===== src/common/tbm_pkg.sv =====
// Shared constants for the timer channel.
package tbm_pkg;

   // ----------------------------------------------------------------
   // Register byte offsets
   // ----------------------------------------------------------------
   localparam int          ADDR_W        = 12;
   localparam logic [11:0] ADDR_MODE     = 12'h000;
   localparam logic [11:0] ADDR_START    = 12'h004;
   localparam logic [11:0] ADDR_TIMER    = 12'h008;
   localparam logic [11:0] ADDR_STATUS   = 12'h00C;

   // ----------------------------------------------------------------
   // Mode register layout
   // ----------------------------------------------------------------
   localparam int          MODE_W        = 8;
   localparam int          MODE_SEL_LSB  = 0;
   localparam int          EDGE_SEL_LSB  = 2;
   localparam int          SRC_SEL_BIT   = 4;
   localparam int          CKS_SEL_LSB   = 6;
   localparam logic [7:0]  MODE_RST      = 8'h00;

   typedef enum logic [1:0] {
      TBM_MODE_IDLE,
      TBM_MODE_EVENT,
      TBM_MODE_MEASURE,
      TBM_MODE_RSVD
   } tbm_mode_e;

   // Event counter active edge
   localparam logic [1:0]  EDGE_FALL     = 2'h0;
   localparam logic [1:0]  EDGE_RISE     = 2'h1;
   localparam logic [1:0]  EDGE_BOTH     = 2'h2;

   // Measurement kind
   localparam logic [1:0]  MEAS_PER_FALL = 2'h0;
   localparam logic [1:0]  MEAS_PER_RISE = 2'h1;
   localparam logic [1:0]  MEAS_WIDTH    = 2'h2;

   // Count source select
   localparam logic [1:0]  CKS_DIV2      = 2'h0;
   localparam logic [1:0]  CKS_DIV8      = 2'h1;
   localparam logic [1:0]  CKS_DIV32     = 2'h2;
   localparam logic [1:0]  CKS_SUB32     = 2'h3;

   // ----------------------------------------------------------------
   // Prescaler and counter constants
   // ----------------------------------------------------------------
   localparam int          PRE_W         = 5;
   localparam logic [4:0]  PRE_MASK2     = 5'h01;
   localparam logic [4:0]  PRE_MASK8     = 5'h07;
   localparam logic [4:0]  PRE_MASK32    = 5'h1F;
   localparam int          TIMER_W       = 16;
   localparam logic [15:0] CNT_RST       = 16'h0000;
   localparam logic [15:0] CNT_MAX       = 16'hFFFF;

endpackage


===== src/design/tbm_timer.sv =====
// Timer channel with event counter and pulse period/width measurement, APB slave.
`timescale 1ns/1ps
`default_nettype none

// Function
// - Event mode counts input pin edges or another timer's overflow.
// - Event mode active edge selectable: rising, falling or both.
// - Event mode counts down, reloads from reload register on underflow.
// - Programmed n gives one underflow per n plus one events.
// - Counting runs while start flag is one, halts when cleared.
// - Event mode raises interrupt request on each underflow.
// - Event mode timer read returns live counter value.
// - Event mode write while stopped loads reload register and counter.
// - Event mode write while running loads reload only; counter takes it later.
// - Measurement mode counts one of four prescaled clocks.
// - Measurement counts up; each effective edge captures, clears, continues.
// - Measurement edge raises interrupt, except first edge after start.
// - Measurement overflow raises interrupt and sets overflow flag.
// - Mode register write while started clears overflow flag.
// - Measurement mode timer read returns captured result.
// - Result is undefined before second effective edge after start.
// - Measurement mode ignores timer register writes.
// - Falling-to-falling period measurement captures on falling edges only.
// - Two-bit count source select picks div2, div8, div32, subclock div32.
module tbm_timer
#(
   parameter int TW = tbm_pkg::TIMER_W
)
(
   input  wire logic        clock,
   input  wire logic        rst_n,
   input  wire logic        psel,
   input  wire logic        penable,
   input  wire logic        pwrite,
   input  wire logic [11:0] paddr,
   input  wire logic [31:0] pwdata,
   output logic      [31:0] prdata,
   output logic             pready,
   output logic             pslverr,
   input  wire logic        timer_input_pin,
   input  wire logic        subclk_pin,
   input  wire logic        other_timer_ovf,
   output logic             int_req,
   output logic             underflow_out,
   output logic             overflow_flag
);

   // ----------------------------------------------------------------
   // Declarations
   // ----------------------------------------------------------------
   logic [tbm_pkg::MODE_W-1:0] mode_reg;
   logic                       start_reg;
   logic                       start_prev_reg;
   logic [TW-1:0]              counter_reg;
   logic [TW-1:0]              reload_reg;
   logic                       edge_seen_reg;
   logic                       pin_meta_reg;
   logic                       pin_sync_reg;
   logic                       pin_prev_reg;
   logic                       clk_div_two;
   logic                       clk_div_eight;
   logic                       clk_div_thirtytwo;
   logic                       subclk_div_thirtytwo;

   tbm_pkg::tbm_mode_e         op_mode;
   logic [1:0]                 edge_sel;
   logic [1:0]                 cks_sel;
   logic                       src_other;
   logic                       is_event;
   logic                       is_meas;
   logic                       pin_rise;
   logic                       pin_fall;
   logic                       pin_edge;
   logic                       count_event;
   logic                       meas_edge;
   logic                       tick;
   logic                       run_event;
   logic                       run_meas;
   logic                       underflow;
   logic                       overflow;
   logic                       start_rise;
   logic                       addr_hit;
   logic                       setup_rd;
   logic                       acc_wr;
   logic                       wr_mode;
   logic                       wr_start;
   logic                       wr_timer;
   logic [31:0]                rd_value;

   // ----------------------------------------------------------------
   // Mode decode
   // ----------------------------------------------------------------
   assign op_mode   = tbm_pkg::tbm_mode_e'(mode_reg[tbm_pkg::MODE_SEL_LSB +: 2]);
   assign edge_sel  = mode_reg[tbm_pkg::EDGE_SEL_LSB +: 2];
   assign cks_sel   = mode_reg[tbm_pkg::CKS_SEL_LSB +: 2];
   assign src_other = mode_reg[tbm_pkg::SRC_SEL_BIT];
   assign is_event  = op_mode == tbm_pkg::TBM_MODE_EVENT;
   assign is_meas   = op_mode == tbm_pkg::TBM_MODE_MEASURE;
   assign run_event = is_event && start_reg;
   assign run_meas  = is_meas && start_reg;
   assign start_rise = start_reg && !start_prev_reg;

   // ----------------------------------------------------------------
   // Input pin synchroniser and edge detection
   // ----------------------------------------------------------------
   always_ff @(posedge clock or negedge rst_n)
   begin
      if (!rst_n)
      begin
         pin_meta_reg <= 1'b0;
         pin_sync_reg <= 1'b0;
         pin_prev_reg <= 1'b0;
      end
      else
      begin
         pin_meta_reg <= timer_input_pin;
         pin_sync_reg <= pin_meta_reg;
         pin_prev_reg <= pin_sync_reg;
      end
   end

   assign pin_rise = pin_sync_reg && !pin_prev_reg;
   assign pin_fall = !pin_sync_reg && pin_prev_reg;
   assign pin_edge = pin_rise || pin_fall;

   // ----------------------------------------------------------------
   // Count source selection
   // ----------------------------------------------------------------
   tbm_prescaler u_prescaler
   (
      .clock                (clock),
      .rst_n                (rst_n),
      .subclk_pin           (subclk_pin),
      .clk_div_two          (clk_div_two),
      .clk_div_eight        (clk_div_eight),
      .clk_div_thirtytwo    (clk_div_thirtytwo),
      .subclk_div_thirtytwo (subclk_div_thirtytwo)
   );

   always_comb
   begin
      count_event = 1'b0;
      if (src_other)
      begin
         count_event = other_timer_ovf;
      end
      else
      begin
         case (edge_sel)
            tbm_pkg::EDGE_FALL: count_event = pin_fall;
            tbm_pkg::EDGE_RISE: count_event = pin_rise;
            tbm_pkg::EDGE_BOTH: count_event = pin_edge;
            default:            count_event = 1'b0;
         endcase
      end
   end

   always_comb
   begin
      case (edge_sel)
         tbm_pkg::MEAS_PER_FALL: meas_edge = pin_fall;
         tbm_pkg::MEAS_PER_RISE: meas_edge = pin_rise;
         tbm_pkg::MEAS_WIDTH:    meas_edge = pin_edge;
         default:                meas_edge = 1'b0;
      endcase
   end

   always_comb
   begin
      case (cks_sel)
         tbm_pkg::CKS_DIV2:  tick = clk_div_two;
         tbm_pkg::CKS_DIV8:  tick = clk_div_eight;
         tbm_pkg::CKS_DIV32: tick = clk_div_thirtytwo;
         default:            tick = subclk_div_thirtytwo;
      endcase
   end

   // Edge takes precedence over a tick in the same cycle, so no overflow then
   assign underflow = run_event && count_event && (counter_reg == '0);
   assign overflow  = run_meas && !meas_edge && tick
                      && (counter_reg == tbm_pkg::CNT_MAX[TW-1:0]);

   // ----------------------------------------------------------------
   // APB decode
   // ----------------------------------------------------------------
   always_comb
   begin
      if (paddr == tbm_pkg::ADDR_MODE)
      begin
         addr_hit = 1'b1;
         rd_value = {{(32-tbm_pkg::MODE_W){1'b0}}, mode_reg};
      end
      else if (paddr == tbm_pkg::ADDR_START)
      begin
         addr_hit = 1'b1;
         rd_value = {31'h00000000, start_reg};
      end
      else if (paddr == tbm_pkg::ADDR_TIMER)
      begin
         addr_hit = 1'b1;
         // Measurement result stays undefined until two edges have been seen
         if (is_meas)
            rd_value = {{(32-TW){1'b0}}, reload_reg};
         else
            rd_value = {{(32-TW){1'b0}}, counter_reg};
      end
      else if (paddr == tbm_pkg::ADDR_STATUS)
      begin
         addr_hit = 1'b1;
         rd_value = {30'h00000000, edge_seen_reg, overflow_flag};
      end
      else
      begin
         addr_hit = 1'b0;
         rd_value = 32'h00000000;
      end
   end

   assign pready   = 1'b1;
   assign pslverr  = psel && penable && !addr_hit;
   assign setup_rd = psel && !penable && !pwrite;
   assign acc_wr   = psel && penable && pwrite && addr_hit;
   assign wr_mode  = acc_wr && (paddr == tbm_pkg::ADDR_MODE);
   assign wr_start = acc_wr && (paddr == tbm_pkg::ADDR_START);
   assign wr_timer = acc_wr && (paddr == tbm_pkg::ADDR_TIMER);

   // Read data is latched in the setup cycle so it is a flop during access
   always_ff @(posedge clock or negedge rst_n)
   begin
      if (!rst_n)
         prdata <= 32'h00000000;
      else if (setup_rd)
         prdata <= rd_value;
   end

   // ----------------------------------------------------------------
   // Software registers
   // ----------------------------------------------------------------
   always_ff @(posedge clock or negedge rst_n)
   begin
      if (!rst_n)
         mode_reg <= tbm_pkg::MODE_RST;
      else if (wr_mode)
         mode_reg <= pwdata[tbm_pkg::MODE_W-1:0];
   end

   always_ff @(posedge clock or negedge rst_n)
   begin
      if (!rst_n)
      begin
         start_reg      <= 1'b0;
         start_prev_reg <= 1'b0;
      end
      else
      begin
         start_prev_reg <= start_reg;
         if (wr_start)
            start_reg <= pwdata[0];
      end
   end

   // ----------------------------------------------------------------
   // Counter
   // ----------------------------------------------------------------
   always_ff @(posedge clock or negedge rst_n)
   begin
      if (!rst_n)
         counter_reg <= tbm_pkg::CNT_RST[TW-1:0];
      else if (wr_timer && is_event && !start_reg)
         counter_reg <= pwdata[TW-1:0];
      else if (run_event && count_event)
      begin
         if (underflow)
            counter_reg <= reload_reg;
         else
            counter_reg <= counter_reg - 1'b1;
      end
      else if (run_meas)
      begin
         if (meas_edge)
            counter_reg <= tbm_pkg::CNT_RST[TW-1:0];
         else if (tick)
            counter_reg <= counter_reg + 1'b1;
      end
   end

   // ----------------------------------------------------------------
   // Reload register
   // ----------------------------------------------------------------
   // Measurement mode drops timer writes entirely
   always_ff @(posedge clock or negedge rst_n)
   begin
      if (!rst_n)
         reload_reg <= tbm_pkg::CNT_RST[TW-1:0];
      else if (wr_timer && is_event)
         reload_reg <= pwdata[TW-1:0];
      else if (run_meas && meas_edge)
         reload_reg <= counter_reg;
   end

   // ----------------------------------------------------------------
   // First edge tracking
   // ----------------------------------------------------------------
   always_ff @(posedge clock or negedge rst_n)
   begin
      if (!rst_n)
         edge_seen_reg <= 1'b0;
      else if (!start_reg || start_rise)
         edge_seen_reg <= 1'b0;
      else if (run_meas && meas_edge)
         edge_seen_reg <= 1'b1;
   end

   // ----------------------------------------------------------------
   // Overflow flag: hardware set wins over the software clear
   // ----------------------------------------------------------------
   always_ff @(posedge clock or negedge rst_n)
   begin
      if (!rst_n)
         overflow_flag <= 1'b0;
      else if (overflow)
         overflow_flag <= 1'b1;
      else if (wr_mode && start_reg)
         overflow_flag <= 1'b0;
   end

   // ----------------------------------------------------------------
   // Interrupt request and chaining pulses
   // ----------------------------------------------------------------
   // The first edge after start is skipped: nothing was measured before it
   always_ff @(posedge clock or negedge rst_n)
   begin
      if (!rst_n)
      begin
         int_req       <= 1'b0;
         underflow_out <= 1'b0;
      end
      else
      begin
         int_req       <= underflow
                          || (run_meas && meas_edge && edge_seen_reg && !start_rise)
                          || overflow;
         underflow_out <= underflow;
      end
   end

endmodule

`default_nettype wire


===== src/design/tbm_prescaler.sv =====
// Prescaler producing the four count source pulses.
`timescale 1ns/1ps
`default_nettype none

module tbm_prescaler
(
   input  wire logic clock,
   input  wire logic rst_n,
   input  wire logic subclk_pin,
   output logic      clk_div_two,
   output logic      clk_div_eight,
   output logic      clk_div_thirtytwo,
   output logic      subclk_div_thirtytwo
);

   logic [tbm_pkg::PRE_W-1:0] main_cnt_reg;
   logic [tbm_pkg::PRE_W-1:0] sub_cnt_reg;
   logic                      sub_meta_reg;
   logic                      sub_sync_reg;
   logic                      sub_prev_reg;

   // ----------------------------------------------------------------
   // Main clock division
   // ----------------------------------------------------------------
   always_ff @(posedge clock or negedge rst_n)
   begin
      if (!rst_n)
      begin
         main_cnt_reg      <= '0;
         clk_div_two       <= 1'b0;
         clk_div_eight     <= 1'b0;
         clk_div_thirtytwo <= 1'b0;
      end
      else
      begin
         main_cnt_reg      <= main_cnt_reg + 1'b1;
         clk_div_two       <= (main_cnt_reg & tbm_pkg::PRE_MASK2) == tbm_pkg::PRE_MASK2;
         clk_div_eight     <= (main_cnt_reg & tbm_pkg::PRE_MASK8) == tbm_pkg::PRE_MASK8;
         clk_div_thirtytwo <= main_cnt_reg == tbm_pkg::PRE_MASK32;
      end
   end

   // ----------------------------------------------------------------
   // Subclock division; the subclock is asynchronous, so sync first
   // ----------------------------------------------------------------
   always_ff @(posedge clock or negedge rst_n)
   begin
      if (!rst_n)
      begin
         sub_meta_reg         <= 1'b0;
         sub_sync_reg         <= 1'b0;
         sub_prev_reg         <= 1'b0;
         sub_cnt_reg          <= '0;
         subclk_div_thirtytwo <= 1'b0;
      end
      else
      begin
         sub_meta_reg         <= subclk_pin;
         sub_sync_reg         <= sub_meta_reg;
         sub_prev_reg         <= sub_sync_reg;
         subclk_div_thirtytwo <= 1'b0;
         if (sub_sync_reg && !sub_prev_reg)
         begin
            sub_cnt_reg          <= sub_cnt_reg + 1'b1;
            subclk_div_thirtytwo <= sub_cnt_reg == tbm_pkg::PRE_MASK32;
         end
      end
   end

endmodule

`default_nettype wire


===== config.mk =====
export PLATFORM = sky130hd
export DESIGN_NAME = tbm_timer
export DESIGN_NICKNAME = d
export VERILOG_FILES = /design/src/common/tbm_pkg.sv /design/src/design/tbm_timer.sv /design/src/design/tbm_prescaler.sv
export SDC_FILE = /design/constraint.sdc
export NUM_CORES = 1
export LEC_CHECK = 0
export BUFFER_PORTS_ARGS = -buffer_cell sky130_fd_sc_hd__buf_2
export CELL_PAD_IN_SITES_DETAIL_PLACEMENT = 0
export CELL_PAD_IN_SITES_GLOBAL_PLACEMENT = 2
export CORE_MARGIN = 2
export CORE_UTILIZATION = 35
export DETAILED_ROUTE_END_ITERATION = 16
export PLACE_DENSITY_LB_ADDON = 0.1
export SLEW_MARGIN = 20
export SYNTH_ARGS = -nofsm -noshare
export SYNTH_HDL_FRONTEND = slang
export SYNTH_SLANG_ARGS = --single-unit

===== constraint.sdc =====
create_clock -name clock -period 2.6 [get_ports clock]
set_clock_uncertainty 0.05 [all_clocks]
set_input_delay 0.39 -clock clock [delete_from_list [all_inputs] [get_ports clock]]
set_output_delay 0.39 -clock clock [all_outputs]
set_load 0.05 [all_outputs]

==> out/metrics.csv, run 1 <==
metric,value,unit
routed-wl-met2,6126,um
yosys_register_bits,82,
irDropWorstVdd,323.8,uV
starting_drc_count_in_detailed_routing,212,
routed.top_layer,met4,
n_antenna_cell,0,
synth_adder_area_share,2.558,%
detailedPlacementHpwl,9358,um
final_antenna_net_count,0,
min_delay_worst_endpoint,pin_meta_reg,
die-width,122.2,um
synth_top_family_by_area,simple AND/OR/NAND/NOR gates,
synth_enable_flop_cells,0,
clockBufferDepth,2,
wl_final,13010,um
startpoint_type_of_the_worst_setup_path,register,
overall_power,2.933,mW
post_synth_and_or_nand_nor_area_fraction,18.34,%
maxSlewViolCount,0,
fp.coreArea,13770,um2
crit_path_max_fanout,16,
hold-path-cell-count,1,
timing.final.setup_violations,0,
post_synth.cell_area_avg,10.04,um2
detail_route.wl_per_cell,17.72,um
run_status,"finished, final reports clean",
finalWeightedCongestion,0.7627,
detail_route.vias_per_cell,5.183,
yosys_warnings,0,
hold_path.startpoint,timer_input_pin,
number_of_max_cap_violations,0,
routed-via-count,3804,
drc_errors,0,
finalHoldViolations,0,
post_synth_xor_area_fraction,5.014,%
synth-compound-area-share,13.89,%
area_growth,17.01,%
r2r_cells,9,
grt_max_degree,46,
dominantRegCellSynth,dfrtp_1,
grt_pass1_wl,21710,um
synth_cell_type_count,58,
power.static_leakage,2.604,nW
grt_pass1_vias,3936,
timing.critical_path.to_type,register,
fmaxAchievable,426.2,MHz
worstSetupPathType,register to register,
clock_insertion_delay_worst_skew,350,ps
synth.top_cells.by_area,"dfrtp_1, mux2i_1, xnor2_1",
reg2reg_setup_slack,250,ps
nFillCells,1399,
cts_tree,yes,
num_rows,43,
totalNegativeSetupSlack,0,ps
io_pins,89,
fp.dieH,122.2,um
synth_seq_area_share,41.95,%
synthesis.instances,487,
layout_worst_path_cycle_share,90.24,%
share_of_synthesized_flip_flops_with_an_asynchronous_set_or_reset,100.0,%
met3_wirelength,537,um
synth_top_area_share,41.95,%
worst_ep_arrival_time,2580,ps
root_buffer,clkbuf_16,
hold_class,input pin to register,
place.port_buffers,55,
worst_setup_hold_path_clk_slew,70,ps
reg2reg_to,counter_reg[2],
timing.critical_path.required,2840,ps
post_synth_instance_area,4891,um2
rsz0062_at_grt,false,
drt-met1-wl,6195,um
antenna_violations_before_repair,0,
initial_utilization,35.51,%
yosys-mux-area-fraction,11.18,%
groute.usage.overall,19.11,%
power_density,512.6,nW/um2
r2r_start,counter_reg[1],
final_net_count,611,
synth_area_leader_cell,dfrtp_1,
fin_crit,2346,ps
drive_above_1_share,26.71,%
max_slew.worst_pin.slew,710.2,ps
globalRoute.totalOverflow,0,
clock_sink_count,82,
die_area,14940,um2
postCtsSetupRepairBufs,0,
worst_slew_margin_rel,52.54,%
cts_inserted_buffers,9,
cts-htree-levels,3,
drt_pre_antenna_iters,4,
cell usage in the layout, fill, tap and decap left out, types with 11 or more instances in the layout:
master   count
a21oi_1     26
buf_2       54
buf_4       32
conb_1      17
dfrtp_1     82
mux2_2      13
mux2i_1     34
nand2_1     43
nand3_1     20
nand4_1     11
nor2_1      39
o21ai_0     12
o31ai_1     11
xnor2_1     20
kinds of logic (layout without fill, tap and decap cells):
kind of cell               after synthesis  in the layout
adders and majority gates               10             10
xor gates and xnor gates                28             28
muxes                                   50             50
buffers and inverters                   58            110
DFF                                     82             82
AOI/OAI and AO/OA                       94             94
and+or+nand+nor                        163            163
other                                    2             17
per-stage QoR:
stage | utilization (%) | area, um2 | setup slack, ps | hold WS, ps | std cells
2_1_floorplan | - | 4947 | 479.5 | 44.41 | 502
3_3_place_gp | 39.14 | 5390 | 117.8 | 284.3 | 717
3_5_place_dp | 39.14 | 5390 | 105.3 | 290.4 | 717
4_1_cts | 41.47 | 5712 | 89.80 | 82.67 | 734
5_1_grt | 41.55 | 5723 | 32.20 | 81.52 | 734
6_report | 41.55 | 5723 | 253.8 | 101.0 | 734
what timing repair did:
item	in CTS	in global routing
hold buffers	1	0
hold endpoints to repair	27	0
setup endpoints to repair	0	10
gates resized for setup	0	1
power by group:
| part | switching, mW | internal (mW) | total [mW] |
|---|---|---|---|
| Sequential | 0.0312 | 1.32 | 1.35 |
| Combinational | 0.152 | 0.0754 | 0.228 |
| Clock | 0.573 | 0.783 | 1.36 |
| Total | 0.756 | 2.18 | 2.93 |
metal layers:
metal  vias up  track usage, %
met3         9           3.671
met1      1878           26.58
met2        70           30.35
met4         0           5.460
li1       1847               -
met5         -               0
cells in the mapped netlist (12+ instances only):
master   number
dfrtp_1      82
buf_4        18
buf_2        18
o21ai_0      12
mux2_2       13
nor2_1       39
mux2i_1      34
nand3_1      20
a21oi_1      26
nand2_1      43
xnor2_1      20
area by class of cell:
| type | instances | area, um2 | area share, % |
|---|---|---|---|
| Sequential cell | 82 | 2052 | 35.85 |
| Tap cell | 180 | 225.2 | 3.935 |
| Multi-Input combinational cell | 362 | 2571 | 44.93 |
| Clock inverter | 6 | 72.57 | 1.268 |
| Inverter | 6 | 22.52 | 0.3935 |
| Clock buffer | 10 | 239.0 | 4.176 |
| Timing Repair Buffer | 88 | 540.5 | 9.445 |
how the worst max path moves through the flow:
| stage | start | endpoint | slack [ps] | cells after the start |
|---|---|---|---|---|
| floorplan | counter_reg[1] | counter_reg[11] | 480 | 8 |
| CTS | pin_sync_reg | counter_reg[9] | 90 | 8 |
| global route | counter_reg[1] | counter_reg[9] | 30 | 9 |
| detailed placement | pin_sync_reg | counter_reg[9] | 110 | 8 |
| finish | counter_reg[1] | counter_reg[2] | 250 | 9 |
| global placement | pin_sync_reg | counter_reg[9] | 120 | 8 |
worst max-delay path: stages (launching register included):
cell      delay [ps]
dfrtp_1          440
inv_1            150
ha_1             210
nor4b_2          300
nand4_2          270
buf_4            320
nand3_1           90
o21ai_1           60
o221ai_1         180
o221a_2          210
No activity file was read; power rests on OpenSTA's default activity.
==> run 2, diff against run 1 <==
--- a/config.mk
+++ b/config.mk
@@ -9,7 +9,7 @@
 export CELL_PAD_IN_SITES_DETAIL_PLACEMENT = 0
 export CELL_PAD_IN_SITES_GLOBAL_PLACEMENT = 2
 export CORE_MARGIN = 2
-export CORE_UTILIZATION = 35
+export CORE_UTILIZATION = 30
 export DETAILED_ROUTE_END_ITERATION = 16
 export PLACE_DENSITY_LB_ADDON = 0.1
 export SLEW_MARGIN = 20
==> out/metrics.csv, run 2 (synthesis gave the netlist of run 1 again) <==
metric,value,unit
worst_setup_hold_path_clk_slew,70,ps
cts-htree-levels,3,
clockBufferDepth,2,
wl_final,13810,um
r2r_cells,7,
finalWeightedCongestion,0.7526,
busiest_layer,met2,
worst_slew_margin_rel,53.61,%
detail_route.vias_per_cell,4.942,
layout.area.seq,2052,um2
irDropWorstVdd,293.9,uV
grt_use_met1,23.18,%
antenna_violations_before_repair,0,
groute.usage.overall,16.36,%
area_growth,17.83,%
power_density,498.7,nW/um2
grt_pass1_vias,3845,
max_slew.worst_pin.slew,692.0,ps
timing.critical_path.required,2820,ps
detailedPlacementHpwl,10040,um
reg2reg_to,counter_reg[14],
n_antenna_cell,0,
final_antenna_net_count,0,
grt_max_degree,44,
number_of_max_cap_violations,0,
worstSetupPathType,register to register,
fin_crit,2364,ps
timing.final.setup_violations,0,
clock_insertion_delay_worst_skew,350,ps
grt_pass1_wl,21870,um
root_buffer,clkbuf_16,
die_area,17340,um2
cts_tree,yes,
maxSlewViolCount,0,
detail_route.wl_per_cell,17.86,um
power.static_leakage,2.606,nW
starting_drc_count_in_detailed_routing,240,
drc_errors,0,
finalHoldViolations,0,
layout_worst_path_cycle_share,90.94,%
fp.coreArea,15890,um2
rsz0062_at_grt,false,
die-width,131.7,um
routed-via-count,3820,
globalRoute.totalOverflow,0,
cts_inserted_buffers,9,
io_pins,89,
global_route.usage.met3,2.778,%
clock_sink_count,82,
drive_above_1_share,26.93,%
place.port_buffers,55,
run_status,"finished, final reports clean",
num_rows,46,
fmaxAchievable,422.9,MHz
crit_path_end,counter_reg[14],
totalNegativeSetupSlack,0,ps
layout_common_cells,"dfrtp_1, buf_2, nand2_1",
most_frequent_standard_cell_in_the_layout_excluding_fill_and_tap_cells,dfrtp_1,
r2r_start,pin_sync_reg,
nFillCells,1667,
fp.dieH,131.7,um
startpoint_type_of_the_worst_setup_path,register,
grtUsageMet2,25.57,%
final_net_count,614,
hold_class,input pin to register,
crit_path_start,pin_sync_reg,
timing.critical_path.to_type,register,
reg2reg_setup_slack,240,ps
crit_path_max_fanout,13,
final_core_utilization,36.28,%
postCtsSetupRepairBufs,0,
drt_pre_antenna_iters,4,
multi_input_area,2565,um2
initial_utilization,30.79,%
worst_ep_arrival_time,2580,ps
## run 2: changes by cell type in the layout (fill, tap and decap cells not counted), sizes merged
cell,change
buf,+3
clkinv,-1
bufinv,-1
inv,+3
clkbuf,-1
## run 2: worst min path at each step
| stage | from | end | slack (ps) | cells past startpoint |
|---|---|---|---|---|
| after global placement | pin_meta_reg | pin_sync_reg | 290 | 0 |
| after detailed placement | pin_meta_reg | pin_sync_reg | 300 | 0 |
| final | subclk_pin | u_prescaler.sub_meta_reg | 90 | 1 |
| after global routing | subclk_pin | u_prescaler.sub_meta_reg | 80 | 1 |
| after floorplan | rst_n | counter_reg[0] | 40 | 0 |
| after CTS | subclk_pin | u_prescaler.sub_meta_reg | 70 | 1 |
## run 2: layout make-up
class	count	share of cell area (%)
Tap cell	216	4.690
Sequential cell	82	35.61
Multi-Input combinational cell	362	44.51
Clock buffer	9	3.908
Timing Repair Buffer	91	9.770
Inverter	6	0.3908
Clock inverter	7	1.129
## run 2: power by group
group          internal, mW  leakage, nW  total (mW)  switching (mW)
Sequential             1.32         1.04        1.35          0.0312
Clock                 0.676        0.141        1.30           0.623
Combinational        0.0751         1.43       0.226           0.151
Total                  2.07         2.61        2.87           0.805
## run 2: per-layer routing
layer	vias to the layer above	share of wire, %
met5	-	0
met2	79	46
met1	1864	48
met4	0	1.2
met3	13	3.9
li1	1864	-
## run 2: what timing repair did
item / CTS / global route
gates resized for setup: 0 / 0
hold buffers: 1 / 0
endpoints found under the hold margin: 30 / 0
## run 2: per-stage QoR
step | power (mW) | instances | setup WS (ps) | area (um2) | hold WS (ps)
finish | 2.874 | 773 | 235.6 | 5763 | 87.66
global route | 2.998 | 773 | 81.18 | 5763 | 78.22
CTS | 2.917 | 773 | 246.8 | 5763 | 73.56
detailed placement | 1.604 | 756 | 272.6 | 5463 | 297.9
global placement | 1.594 | 756 | 41.50 | 5458 | 288.0
floorplan | 1.525 | 502 | 479.5 | 4947 | 44.41
## run 2: worst max-delay path: stages, from the launching register on
cell     delay [ps]
dfrtp_1         370
inv_1            60
ha_1            190
mux2_2          280
o21ai_0         270
nand2_1         460
o221a_2         460
a31oi_1         150
==> run 3, diff against run 2 <==
==> constraint.sdc (replaced) <==
create_clock -name clock -period 2.6 [get_ports clock]
set_clock_uncertainty 0.05 [all_clocks]
set_input_delay 0.26 -clock clock [delete_from_list [all_inputs] [get_ports clock]]
set_output_delay 0.26 -clock clock [all_outputs]
set_load 0.05 [all_outputs]
==> out/metrics.csv, run 3 (synthesis gave the netlist of run 1 again) <==
metric,value,unit
hold_class,input pin to register,
drive_above_1_share,26.49,%
power_density,508.0,nW/um2
initial_utilization,30.79,%
starting_drc_count_in_detailed_routing,185,
clock_insertion_delay_worst_skew,350,ps
run_status,"finished, final reports clean",
finalHoldViolations,0,
grt_pass1_vias,4030,
worstSetupPathType,register to register,
final_antenna_net_count,0,
crit_path_max_fanout,16,
combPwrFrac,7.8,%
most_frequent_standard_cell_in_the_layout_excluding_fill_and_tap_cells,dfrtp_1,
grt_max_degree,43,
cts-htree-levels,3,
crit_chain,inv_1 > ha_1 > nor4b_1 > buf_4 > nand4_2 > buf_4 > nand3_1 > o21ai_1 > o221ai_1 > o221a_2,
worst_setup_hold_path_clk_slew,70,ps
p_seq_share,46.1,%
groute.usage.overall,16.84,%
cts_tree,yes,
worst_slew_margin_rel,56.15,%
power.share.clock,46.1,%
irDropWorstVdd,289.8,uV
final_net_count,612,
overall_power,2.932,mW
fin_crit,2348,ps
finalWeightedCongestion,0.7616,
power.static_leakage,2.604,nW
hold-path-cell-count,3,
crit_buf_inv,3,
fp.dieH,131.7,um
clock_sink_count,82,
place.port_buffers,55,
slowest_delay,440,ps
nFillCells,1660,
detail_route.vias_per_cell,4.944,
cts_inserted_buffers,9,
logic_depth_of_the_worst_setup_path_including_buffers,10,
multi_input_area,2565,um2
worst_path_dominant_cell_family,buffers and inverters,
grt_pass1_wl,22680,um
totalNegativeSetupSlack,0,ps
worst_ep_arrival_time,2590,ps
max_slew.worst_pin.slew,654.2,ps
switching_share,26.38,%
root_buffer,clkbuf_16,
final_core_utilization,36.33,%
n_antenna_cell,0,
placed_cells,752,
fp.coreArea,15890,um2
die-width,131.7,um
detail_route.wl_per_cell,17.72,um
worst_path_most_repeated_cell,buf_4,
die_area,17340,um2
drc_errors,0,
globalRoute.totalOverflow,0,
maxSlewViolCount,0,
critPathSlowestCell,dfrtp_1,
detailedPlacementHpwl,9991,um
routed-via-count,3812,
drt_pre_antenna_iters,4,
antenna_violations_before_repair,0,
final_cell_count_no_fill,771,
layout_worst_path_cycle_share,90.29,%
cell_internal_pwr,2.158,mW
wl_final,13660,um
io_pins,89,
postCtsSetupRepairBufs,0,
layout_common_cells,"dfrtp_1, buf_2, nand2_1",
rsz0062_at_grt,false,
area_growth,18.01,%
layout.area.seq,2052,um2
timing.final.setup_violations,0,
startpoint_type_of_the_worst_setup_path,register,
clockBufferDepth,2,
crit_path_start,counter_reg[1],
power.net_switching,0.7735,mW
timing.critical_path.to_type,register,
number_of_max_cap_violations,0,
num_rows,46,
timing.critical_path.required,2840,ps
r2r_start,counter_reg[1],
hold_path.startpoint,pwdata[10],
fmaxAchievable,426.0,MHz
r2r_cells,10,
-- run 3: cell count changes in the layout (fill, tap and decap cells not counted), sizes merged --
cell / change
clkinv: +1
buf: -4
bufinv: +1
inv: -2
dlygate4sd3: +2
-- run 3: what timing repair did --
item,in CTS,in global routing
hold endpoints to repair,42,0
resized for setup,0,0
hold buffers,3,0
-- run 3: worst paths after layout --
kind,endpoint,slack [ps]
max,counter_reg[2],250
min,counter_reg[10],80
min in group asynchronous,counter_reg[3],410
max in group asynchronous,reload_reg[3],1450
min reg2reg,pin_sync_reg,300
max reg2reg,counter_reg[2],250
-- run 3: worst min-delay path, cell delays in order --
cell and delay, ps:
buf_2 90, nand2_1 40, o31ai_1 50
-- run 3: area by class of cell --
cell class	instances	area share, %
Inverter	6	0.3902
Multi-Input combinational cell	362	44.44
Clock inverter	7	1.452
Sequential cell	82	35.55
Timing Repair Buffer	89	9.582
Clock buffer	9	3.902
Tap cell	216	4.682
-- run 3: metal layers --
metal	routed length (um)	GRT usage, %	up-vias
li1	-	-	1859
met1	6563	23.09	1871
met2	6325	26.73	74
met3	638	4.167	8
met4	132	3.986	0
met5	0	0	-
-- run 3: per-stage QoR --
| stage | setup WS [ps] | hold WS (ps) | instance area (um2) |
|---|---|---|---|
| floorplan | 479.5 | -85.59 | 4947 |
| global placement | 44.30 | 254.2 | 5428 |
| detailed placement | 275.8 | 258.3 | 5433 |
| CTS | 243.1 | 73.81 | 5772 |
| global route | 10.37 | 80.44 | 5772 |
| finish | 252.5 | 80.92 | 5772 |
-- run 3: power by group through the flow --
stage	Combinational, mW	Clock [mW]	Sequential (mW)
CTS	0.234	1.41	1.35
detailed placement	0.231	0	1.37
global route	0.259	1.48	1.36
global placement	0.224	0	1.37
finish	0.229	1.35	1.35
floorplan	0.158	0	1.37
